`config.mk`:
```
export PLATFORM = sky130hd
export DESIGN_NAME = psc_stage_sequencer
export DESIGN_NICKNAME = d
export VERILOG_FILES = /design/src/rtl/psc_pkg.sv /design/src/rtl/psc_stage_sequencer.sv
export SDC_FILE = /design/constraint.sdc
export NUM_CORES = 1
export LEC_CHECK = 0
export ABC_CLOCK_PERIOD_IN_PS = 1700
export BUFFER_PORTS_ARGS = -buffer_cell sky130_fd_sc_hd__buf_2
export CAP_MARGIN = 5
export CORE_ASPECT_RATIO = 0.8
export CORE_UTILIZATION = 51
export DETAILED_ROUTE_END_ITERATION = 8
export GPL_TIMING_DRIVEN = 0
export PLACE_DENSITY = 0.79
export SLEW_MARGIN = 25
export SYNTH_ARGS = -nofsm -noshare
export SYNTH_HDL_FRONTEND = slang
export SYNTH_SLANG_ARGS = --single-unit
```
`constraint.sdc`:
```
create_clock -name clk -period 1.7 [get_ports clk]
set_input_delay 0.255 -clock clk [delete_from_list [all_inputs] [get_ports clk]]
set_output_delay 0.255 -clock clk [all_outputs]
set_load 0.01 [all_outputs]
```
`src/rtl/psc_pkg.sv`:
```
// Constants and carrier types for the pipeline stage sequencer.
`default_nettype none
package psc_pkg;
	// Stage slots: front end 1-6, microcode fetch F and T, back end 7-10.
	localparam int PSC_NSTG = 12;
	localparam int PSC_S1 = 0;
	localparam int PSC_S2 = 1;
	localparam int PSC_S3 = 2;
	localparam int PSC_S4 = 3;
	localparam int PSC_S5 = 4;
	localparam int PSC_S6 = 5;
	localparam int PSC_SF = 6;
	localparam int PSC_ST = 7;
	localparam int PSC_S7 = 8;
	localparam int PSC_S8 = 9;
	localparam int PSC_S9 = 10;
	localparam int PSC_S10 = 11;
	localparam int PSC_FRONT_LAST = PSC_S6;
	localparam int PSC_NONE = PSC_NSTG;
	// Slots that run in odd beats (stages 1,3,5,F,7,9).
	localparam logic [11:0] PSC_ODD_MASK = 12'h555;
	localparam logic [11:0] PSC_EVEN_MASK = 12'haaa;
	localparam logic [11:0] PSC_FRONT_MASK = 12'h03f;
	localparam logic [11:0] PSC_FRONT_ODD = 12'h015;
	localparam logic [11:0] PSC_NO_STAGES = 12'h000;
	// One beat is two ticks of the 10 ns system clock.
	localparam int PSC_TICKS_PER_BEAT = 2;
	localparam int PSC_CLK_PERIOD_NS = 10;
	localparam int PSC_BEAT_NS = PSC_TICKS_PER_BEAT * PSC_CLK_PERIOD_NS;
	localparam logic PSC_PH_FIRST = 1'b0;
	localparam logic PSC_PH_LAST = 1'b1;

	typedef logic [PSC_NSTG-1:0] psc_stage_vec_t;

	// Conditions from the instruction, storage, execution and store units.
	typedef struct packed
	{
		logic start;
		logic mispredict_flush;
		logic step_terminal;
		logic mem_wait;
		logic unaligned_read;
		logic arith_extend;
		logic even_extend;
		logic reg_collision;
		logic mem_trap;
		logic overlap_late;
		logic conditional_return_to_fetch;
	} psc_hold_t;
endpackage : psc_pkg
`default_nettype wire

```
`src/rtl/psc_stage_sequencer.sv`:
```
// Stage sequencer: active flags, hold collection and stage clock enables.
// Functional notes
// RULE1: Five instructions in flight, alternating odd/even beats; one enters every two beats.
// RULE2: Non-terminal microstep stops front-end advance until a terminal step.
// RULE3: Odd-address 32-bit read cycles cache twice, one beat penalty.
// RULE4: Stage 7 loads incremented address; stage 8 reads second part.
// RULE5: Arithmetic extension holds whole pipeline one beat.
// RULE6: Active, unheld stage drives its clock enable.
// RULE7: Front end may hold while back end keeps stepping microcode.
// RULE8: Misprediction flush clears the front end and refills.
// RULE9: An extension request holds all even stages together.
// RULE10: Stage 6 overlap with stage 8 is selectable.
// RULE11: Idle microsteps go to execution while front end refills.
// RULE12: Memory wait suspends all stage clocking.
// RULE13: Register collision separates instructions in the front end.
// RULE14: Memory trap holds fetch stage while older instructions finish.
// RULE15: Enables for stages 1-5 and initial stage; stage 6 clock from latter.
// RULE16: Front-end stage clocks occur once per instruction.
// RULE17: Microaddress clock every odd beat except conditional return sequences.
// RULE18: Microword load follows microaddress and accompanies stage 6 clock.
// RULE19: Back-end enables repeat once per microstep.
// RULE20: Active set at stage start; unheld stage clocks and clears at beat end.
// RULE21: Held stage keeps its active flag and withholds its clock.
// RULE22: A beat lasts two system clock ticks.
// RULE23: Reset forces every active flag inactive.
// RULE24: Stage clock is registered enable, one pulse per completed stage.
`default_nettype none
module psc_stage_sequencer
	import psc_pkg::*;
(
	// Clock and reset.
	input wire logic clk,
	input wire logic reset_n,
	// Conditions from surrounding units.
	input wire psc_pkg::psc_hold_t hold_in,
	// Stage enables and completion clocks, one bit per slot.
	output psc_pkg::psc_stage_vec_t stage_enable,
	output psc_pkg::psc_stage_vec_t stage_clock,
	// Side effects of sequencing.
	output logic idle_microstep,
	output logic addr_autoinc,
	output logic second_part_read,
	output logic odd_beat
);
	import psc_pkg::*;

	if (PSC_TICKS_PER_BEAT != 2)
	begin : g_beat_check
		$error("psc_stage_sequencer supports two ticks per beat only");
	end

	// Successor slot that a completing stage hands its work to.
	function automatic int psc_succ(input int idx);
		case (idx)
			PSC_S6: psc_succ = PSC_S7;
			PSC_SF: psc_succ = PSC_ST;
			PSC_ST: psc_succ = PSC_S7;
			PSC_S10: psc_succ = PSC_NONE;
			default: psc_succ = idx + 1;
		endcase
	endfunction : psc_succ

	logic ph_ff;
	logic odd_ff;
	logic run_ff;
	logic refill_ff;
	logic una_ff;
	logic ext_ff;
	logic frz_ff;
	logic autoinc_ff;
	logic second_ff;
	psc_stage_vec_t act_ff;
	psc_stage_vec_t en_ff;
	psc_stage_vec_t clk_ff;
	psc_stage_vec_t hold;
	psc_stage_vec_t nxt_en;
	psc_stage_vec_t nxt_act;
	logic beat_end;
	logic global_hold;
	logic flush;

	assign beat_end = (ph_ff == PSC_PH_LAST);
	assign flush = hold_in.start | hold_in.mispredict_flush;
	// Whole-pipe suspensions.
	assign global_hold = hold_in.mem_wait // see RULE12
		| una_ff // see RULE3
		| ext_ff; // see RULE5

	// Two-tick beat timing and beat parity.
	always_ff @(posedge clk or negedge reset_n)
	begin
		if (!reset_n)
		begin
			ph_ff <= PSC_PH_FIRST;
			odd_ff <= 1'b1;
		end
		else
		begin
			ph_ff <= ~ph_ff; // see RULE22
			if (beat_end && !frz_ff)
			begin
				odd_ff <= ~odd_ff; // see RULE1
			end
		end
	end

	// A globally held beat keeps its parity, so the penalty stays one beat
	// and the stages that were held run in the very next beat.
	always_ff @(posedge clk or negedge reset_n)
	begin
		if (!reset_n)
		begin
			frz_ff <= 1'b0;
		end
		else if (!beat_end)
		begin
			frz_ff <= global_hold; // see RULE3 see RULE5
		end
	end

	// Hold collection per slot.
	always_comb
	begin
		hold = {PSC_NSTG{global_hold}};
		hold = hold | (odd_ff ? PSC_EVEN_MASK : PSC_ODD_MASK);
		if (hold_in.even_extend)
		begin
			hold = hold | PSC_EVEN_MASK; // see RULE9
		end
		if (!hold_in.step_terminal)
		begin
			hold = hold | PSC_FRONT_MASK; // see RULE2 see RULE7
		end
		if (hold_in.reg_collision)
		begin
			hold = hold | PSC_FRONT_ODD; // see RULE13
		end
		hold[PSC_S1] = hold[PSC_S1] | hold_in.mem_trap; // see RULE14
		hold[PSC_S6] = hold[PSC_S6]
			| (hold_in.overlap_late & act_ff[PSC_S8]); // see RULE10
		hold[PSC_SF] = hold[PSC_SF]
			| hold_in.conditional_return_to_fetch; // see RULE17
		for (int i = 0; i < PSC_NSTG; i++)
		begin
			if (psc_succ(i) != PSC_NONE)
			begin
				hold[i] = hold[i] | act_ff[psc_succ(i)];
			end
		end
	end

	// Enables: active and not held; stage 6 also brings microword load.
	always_comb
	begin
		nxt_en = act_ff & ~hold; // see RULE6 see RULE15 see RULE19
		nxt_en[PSC_ST] = nxt_en[PSC_ST] | nxt_en[PSC_S6]; // see RULE18
	end

	// Enables are sampled in the first tick and stand for the whole beat.
	always_ff @(posedge clk or negedge reset_n)
	begin
		if (!reset_n)
		begin
			en_ff <= PSC_NO_STAGES;
		end
		else if (!beat_end)
		begin
			en_ff <= nxt_en;
		end
	end

	// Next active flags at beat end.
	always_comb
	begin
		nxt_act = act_ff & ~en_ff; // see RULE20 see RULE21
		for (int i = 0; i < PSC_NSTG; i++)
		begin
			if (en_ff[i] && psc_succ(i) != PSC_NONE)
			begin
				nxt_act[psc_succ(i)] = 1'b1;
			end
		end
		// New instruction and new microaddress enter while running.
		if (run_ff && en_ff[PSC_S1])
		begin
			nxt_act[PSC_S1] = 1'b1; // see RULE1 see RULE16
		end
		if (run_ff && en_ff[PSC_SF])
		begin
			nxt_act[PSC_SF] = 1'b1; // see RULE17
		end
		if (flush)
		begin
			nxt_act = (nxt_act & ~PSC_FRONT_MASK); // see RULE8
			nxt_act[PSC_S1] = 1'b1;
			nxt_act[PSC_SF] = 1'b1;
		end
	end

	// Stage active flags. Flush is taken only at beat end.
	always_ff @(posedge clk or negedge reset_n)
	begin
		if (!reset_n)
		begin
			act_ff <= PSC_NO_STAGES; // see RULE23
		end
		else if (beat_end)
		begin
			act_ff <= nxt_act;
		end
	end

	// Completion clocks: one tick after each beat end with enable.
	always_ff @(posedge clk or negedge reset_n)
	begin
		if (!reset_n)
		begin
			clk_ff <= PSC_NO_STAGES;
		end
		else
		begin
			clk_ff <= beat_end ? en_ff : PSC_NO_STAGES; // see RULE24
		end
	end

	// Run and refill state.
	always_ff @(posedge clk or negedge reset_n)
	begin
		if (!reset_n)
		begin
			run_ff <= 1'b0;
			refill_ff <= 1'b0;
		end
		else if (beat_end)
		begin
			if (flush)
			begin
				run_ff <= 1'b1;
				refill_ff <= 1'b1; // see RULE11
			end
			else if (en_ff[PSC_S6])
			begin
				refill_ff <= 1'b0;
			end
		end
	end

	// Unaligned read: second cache cycle costs one held beat.
	always_ff @(posedge clk or negedge reset_n)
	begin
		if (!reset_n)
		begin
			una_ff <= 1'b0;
			autoinc_ff <= 1'b0;
			second_ff <= 1'b0;
		end
		else
		begin
			autoinc_ff <= 1'b0;
			second_ff <= 1'b0;
			if (beat_end)
			begin
				if (una_ff)
				begin
					una_ff <= 1'b0;
					second_ff <= 1'b1; // see RULE4
				end
				else if (en_ff[PSC_S7] && hold_in.unaligned_read)
				begin
					una_ff <= 1'b1; // see RULE3
					autoinc_ff <= 1'b1; // see RULE4
				end
			end
		end
	end

	// Arithmetic extension: one extra beat for execution.
	always_ff @(posedge clk or negedge reset_n)
	begin
		if (!reset_n)
		begin
			ext_ff <= 1'b0;
		end
		else if (beat_end)
		begin
			ext_ff <= ~ext_ff & act_ff[PSC_S8]
				& hold_in.arith_extend; // see RULE5
		end
	end

	assign stage_enable = en_ff;
	assign stage_clock = clk_ff;
	assign idle_microstep = refill_ff;
	assign addr_autoinc = autoinc_ff;
	assign second_part_read = second_ff;
	assign odd_beat = odd_ff;
endmodule : psc_stage_sequencer
`default_nettype wire

```
Word-level counts from Yosys, hierarchy flattened
Index checks and enable logic that the tools add are counted.
Widths: inputs -> output; s select.
{ "word_totals": {"ff_bits": 45, "word_cells": 152} }
{ "op_classes": {"magnitude_cmp": 22, "n_mux": 59, "bitwise_logic": 40, "n_reduce_logical": 19} }
{ "op_table": {"columns": ["op", "n"], "rows": [
  ["$ge 32x1->1 const B", 11],
  ["$lt 32x6->1 const B", 11],
  ["$mux 32", 11],
  ["$mux 12", 14],
  ["$or 12x12->12", 12],
  ["$demux 1 s4", 11],
  ["$and 12x12->12", 2],
  ["$not 12->12", 2],
  ["$mux 1", 20],
  ["$or 1x1->1", 18],
  ["$logic_and 1x1->1", 15],
  ["$mux 7", 1],
  ["$mux 6", 1],
  ["$mux 5", 1],
  ["$reduce_and 2->1", 2],
  ["$and 1x1->1", 3],
  ["$not 1->1", 3],
  ["$reduce_bool 2->1", 1],
  ["$logic_not 1->1", 1]
]} }

Depth between registers and ports, before layout
{ "depth": {"depth_word": 29, "mapped_depth": 5, "ltp_nobuf": 3} }

Worst setup path before layout
OpenSTA, ideal clock, no wires.
{ "synth_timing": {"path_type": "register to register", "start": "reg una_ff", "end": "reg en_ff[5] (netlist: stage_enable[5])", "arrival_time_ns": 1.148, "required_time_ns": 1.608, "slack_ns": 0.460, "path_stages_with_launch": 4, "n_path_buf": 0, "synth_period_minus_slack_ns": 1.240, "path_cell_list": "dfrtp_1 -> nor4_4 -> nand3_1 -> o31ai_2"} }
{ "synth_via": {"elab_chain_len": 9} }
{ "synth_lines": {"columns": ["item", "line", "source"], "rows": [
  ["from (decl)", "psc_stage_sequencer.sv:67", "logic una_ff;"],
  ["from (signal assigned)", "psc_stage_sequencer.sv:253", "una_ff <= 1'b0;"],
  ["from (signal assigned)", "psc_stage_sequencer.sv:265", "una_ff <= 1'b0;"],
  ["from (signal assigned)", "psc_stage_sequencer.sv:270", "una_ff <= 1'b1;"],
  ["$or 1x1->1", "psc_stage_sequencer.sv:86", "| una_ff"],
  ["$or 1x1->1", "psc_stage_sequencer.sv:87", "| ext_ff;"],
  ["$or 12x12->12", "psc_stage_sequencer.sv:125", "hold = hold | (odd_ff ? PSC_EVEN_MASK : PSC_ODD_MASK);"],
  ["$mux 12", "psc_stage_sequencer.sv:126", "if (hold_in.even_extend)"],
  ["$mux 6", "psc_stage_sequencer.sv:130", "if (!hold_in.step_terminal)"],
  ["$or 1x1->1", "psc_stage_sequencer.sv:140", "| (hold_in.overlap_late & act_ff[PSC_S8]);"],
  ["$or 1x1->1", "psc_stage_sequencer.sv:147", "hold[i] = hold[i] | act_ff[psc_succ(i)];"],
  ["$not 12->12", "psc_stage_sequencer.sv:155", "nxt_en = act_ff & ~hold;"],
  ["$and 12x12->12", "psc_stage_sequencer.sv:155", null],
  ["to (signal assigned)", "psc_stage_sequencer.sv:168", "en_ff <= nxt_en;"],
  ["to (decl)", "psc_stage_sequencer.sv:73", "psc_stage_vec_t en_ff;"]
]} }
Every way passes these cells.
A chain may end at the register's enable or synchronous reset.

Final worst setup path
Same ends and word-level chain as after synthesis.

==> run metrics <==
YS warnings 0; initial antenna violation count 0; top-count cell post-synth dfrtp_1; die extent in x around 66 µm; initial drt markers 64; adder-cell share of the synthesized area 0%; reg-to-reg slack, setup about 150 ps; maxcap violations 0; LEAKAGE roughly 1.1 nW; DRT Pass-1 Iters 4; CTS Buf Count 5; Avg Synthesized Cell Area approximately 12 µm²; IO buf count 40; Num Clock Sinks between 40 and 50; hold-fix buffers at CTS 0; Worst-Margin Slew 536 ps; Clock Path Buffers 2; Finished Cell Area 2020 µm²; grt ovf 0; top cells by count, synth dfrtp_1, nand2_1, inv_1; switching pwr between 0.6 and 0.7 mW; power per cell area 1090 nW/µm²; die height ~53 µm; largest net degree at the start of global routing between 40 and 50; # Post-CTS Setup Buffers 0; combinational family with the most area after synthesis simple AND/OR/NAND/NOR gates; crit path DAT approximately 1800 ps; drt wl/cell ~14 µm; worst clock skew ~10 ps; Initial Utilization roughly 54%; Hold WC Path Type in2reg; layout cell share with drive strength beyond 1 between 20% and 30%; number of antenna repair diodes 0; clock period minus worst slack ~1600 ps; Max-slew headroom 64.3%; Setup WS pre-CTS ~190 ps; # setup viols final 0; vias roughly 1200; Post-Synth Simple-Gate Area roughly 16%; Startpoint Class register; maximum vdd drop between 0.0008 and 0.0009 V; post-synthesis compound-gate area fraction approximately an eighth; CTS tree built; fill count ~250; CP Capture Type register; sequential share of power about three fifths; Syn Std Cell Area approximately 1700 µm²; Final GP Congestion approximately 0.78; Synth Register Bits 45; Syn Inst Count 140; Top FF cell, synth dfrtp_1; final worst hold slack about 210 ps; Synthesized Nets between 150 and 200; core area about 3100 µm²; Rows 18; Critical Path RT ~1900 ps; fin. max-slew vios 0; Internal around 1.6 mW; dominant cell type by area after synthesis dfrtp_1; final setup margin between 100 and 150 ps; post-route ant nets 0; Comb pwr share about an eighth; EDFF count, synth 0; layout net count 201; clock transition at the registers of the reported paths about 80 ps; vias in the first global route 1087; period utilization between 90% and 100%; DIE AREA between 3000 and 4000 µm²; post-place instance area 1920 µm²; IO Pins between 40 and 50; mux share of post-synthesis cell area less than 1%; Synth area leaders dfrtp_1, nand2_1, a22o_1; routed vias/inst between 5 and 6; unrepaired setup endpoints after global routing no; status finished clean; first-pass GRT wire length 5190 µm; count of cell types in the netlist 30; Synth top area share 65.9%; setup_tns 0 ps; register area share after synthesis between 60% and 70%; dpl hpwl 2380 µm; max frequency about 640 MHz; clock latency on the worst-skew pair ~300 ps; Clock Power Share 29.0%; Async S/R FF share, synth 100%; H-tree levels 2; CTS root buffer clkbuf_8; Area growth syn-to-layout 21.0%; critical path type reg2reg; DRT Wirelength 3240 µm; residual DRC count 0; Fin. Hold Viols 0; CTS resizes 0; Switching Share 27.3%; Worst Path Max Fanout 7; xor/xnor share of the synthesized area less than 1%; GRT Total Usage a little over a fifth
## per-stage QoR
stage	total power, mW	utilization (%)	instances
6_report	2.21	65.1	229
5_1_grt	2.32	65.1	229
4_1_cts	2.23	64.7	228
3_3_place_gp	1.57	61.8	220
2_1_floorplan	1.47	-	140
3_5_place_dp	1.59	61.8	220
## logic make-up after synthesis
kind of cell,after synthesis
simple gates,50
flops,45
compound gates,31
buf+inv,12
xor+xnor,1
mux,1
## path summary, 6_finish.rpt
kind | start | to | cells after the start
hold / removal | hold_in[5] | ext_ff$_DFFE_PN0P_ | 3
setup / recovery | una_ff$_DFFE_PN0P_ | stage_enable[5]$_DFFE_PN0N_ | 3
setup reg to reg | una_ff$_DFFE_PN0P_ | stage_enable[5]$_DFFE_PN0N_ | 3
hold reg to reg | idle_microstep$_DFFE_PN0P_ | idle_microstep$_DFFE_PN0P_ | 2
max in group asynchronous | reset_n | odd_beat$_DFFE_PN1P_ | 2
min in group asynchronous | reset_n | ext_ff$_DFFE_PN0P_ | 2
## per-layer routing
layer,up-vias,global-route usage [%],wire (µm)
li1,561,-,-
met1,581,29.1,1550
met2,35,31.6,1500
met3,2,8.41,187
met4,0,5.32,7
met5,-,0,0
## cell usage in the layout (no fill, tap or decap), drive strengths merged, types with 3 or more instances in the layout
cell type / netlist / layout
a21o: 3 / 3
and2: 7 / 7
clkbuf: 1 / 7
nand2: 21 / 21
nand2b: 7 / 7
buf: 3 / 43
nor2: 4 / 4
a22o: 5 / 5
dfrtp: 44 / 44
o21bai: 5 / 5
a21oi: 5 / 5
o21ai: 9 / 9
inv: 8 / 8
nand3: 4 / 4
## state kept, by name, summed over array words and instances (netlist names)
name / count
addr_autoinc: 1
beat_end: 1
act_ff: 12
second_part_read: 1
stage_enable: 12
ext_ff: 1
odd_beat: 1
run_ff: 1
una_ff: 1
idle_microstep: 1
stage_clock: 12
frz_ff: 1
## area by class of cell
cell class | count | area (µm²) | area share, %
Buffer | 4 | 18.8 | 0.928
Clock buffer | 6 | 72.6 | 3.59
Clock inverter | 2 | 15.0 | 0.743
Inverter | 8 | 30.0 | 1.49
Multi-Input combinational cell | 83 | 495 | 24.5
Sequential cell | 45 | 1130 | 55.8
Tap cell | 40 | 50.0 | 2.48
Timing Repair Buffer | 41 | 213 | 10.5
## power by group through the flow
| stage | clock (mW) | sequential, mW | combinational (mW) |
|---|---|---|---|
| after detailed placement | 0 | 1.31 | 0.283 |
| after global placement | 0 | 1.30 | 0.271 |
| after CTS | 0.651 | 1.29 | 0.284 |
| final | 0.639 | 1.29 | 0.279 |
| after floorplan | 0 | 1.30 | 0.168 |
| after global routing | 0.698 | 1.31 | 0.316 |
## worst max-delay path, stage by stage (launching register included)
cell and delay, ps:
dfrtp_1 440, nor4_4 490, nand3_1 280, o31ai_2 240
No activity file was read; power rests on OpenSTA's default activity.
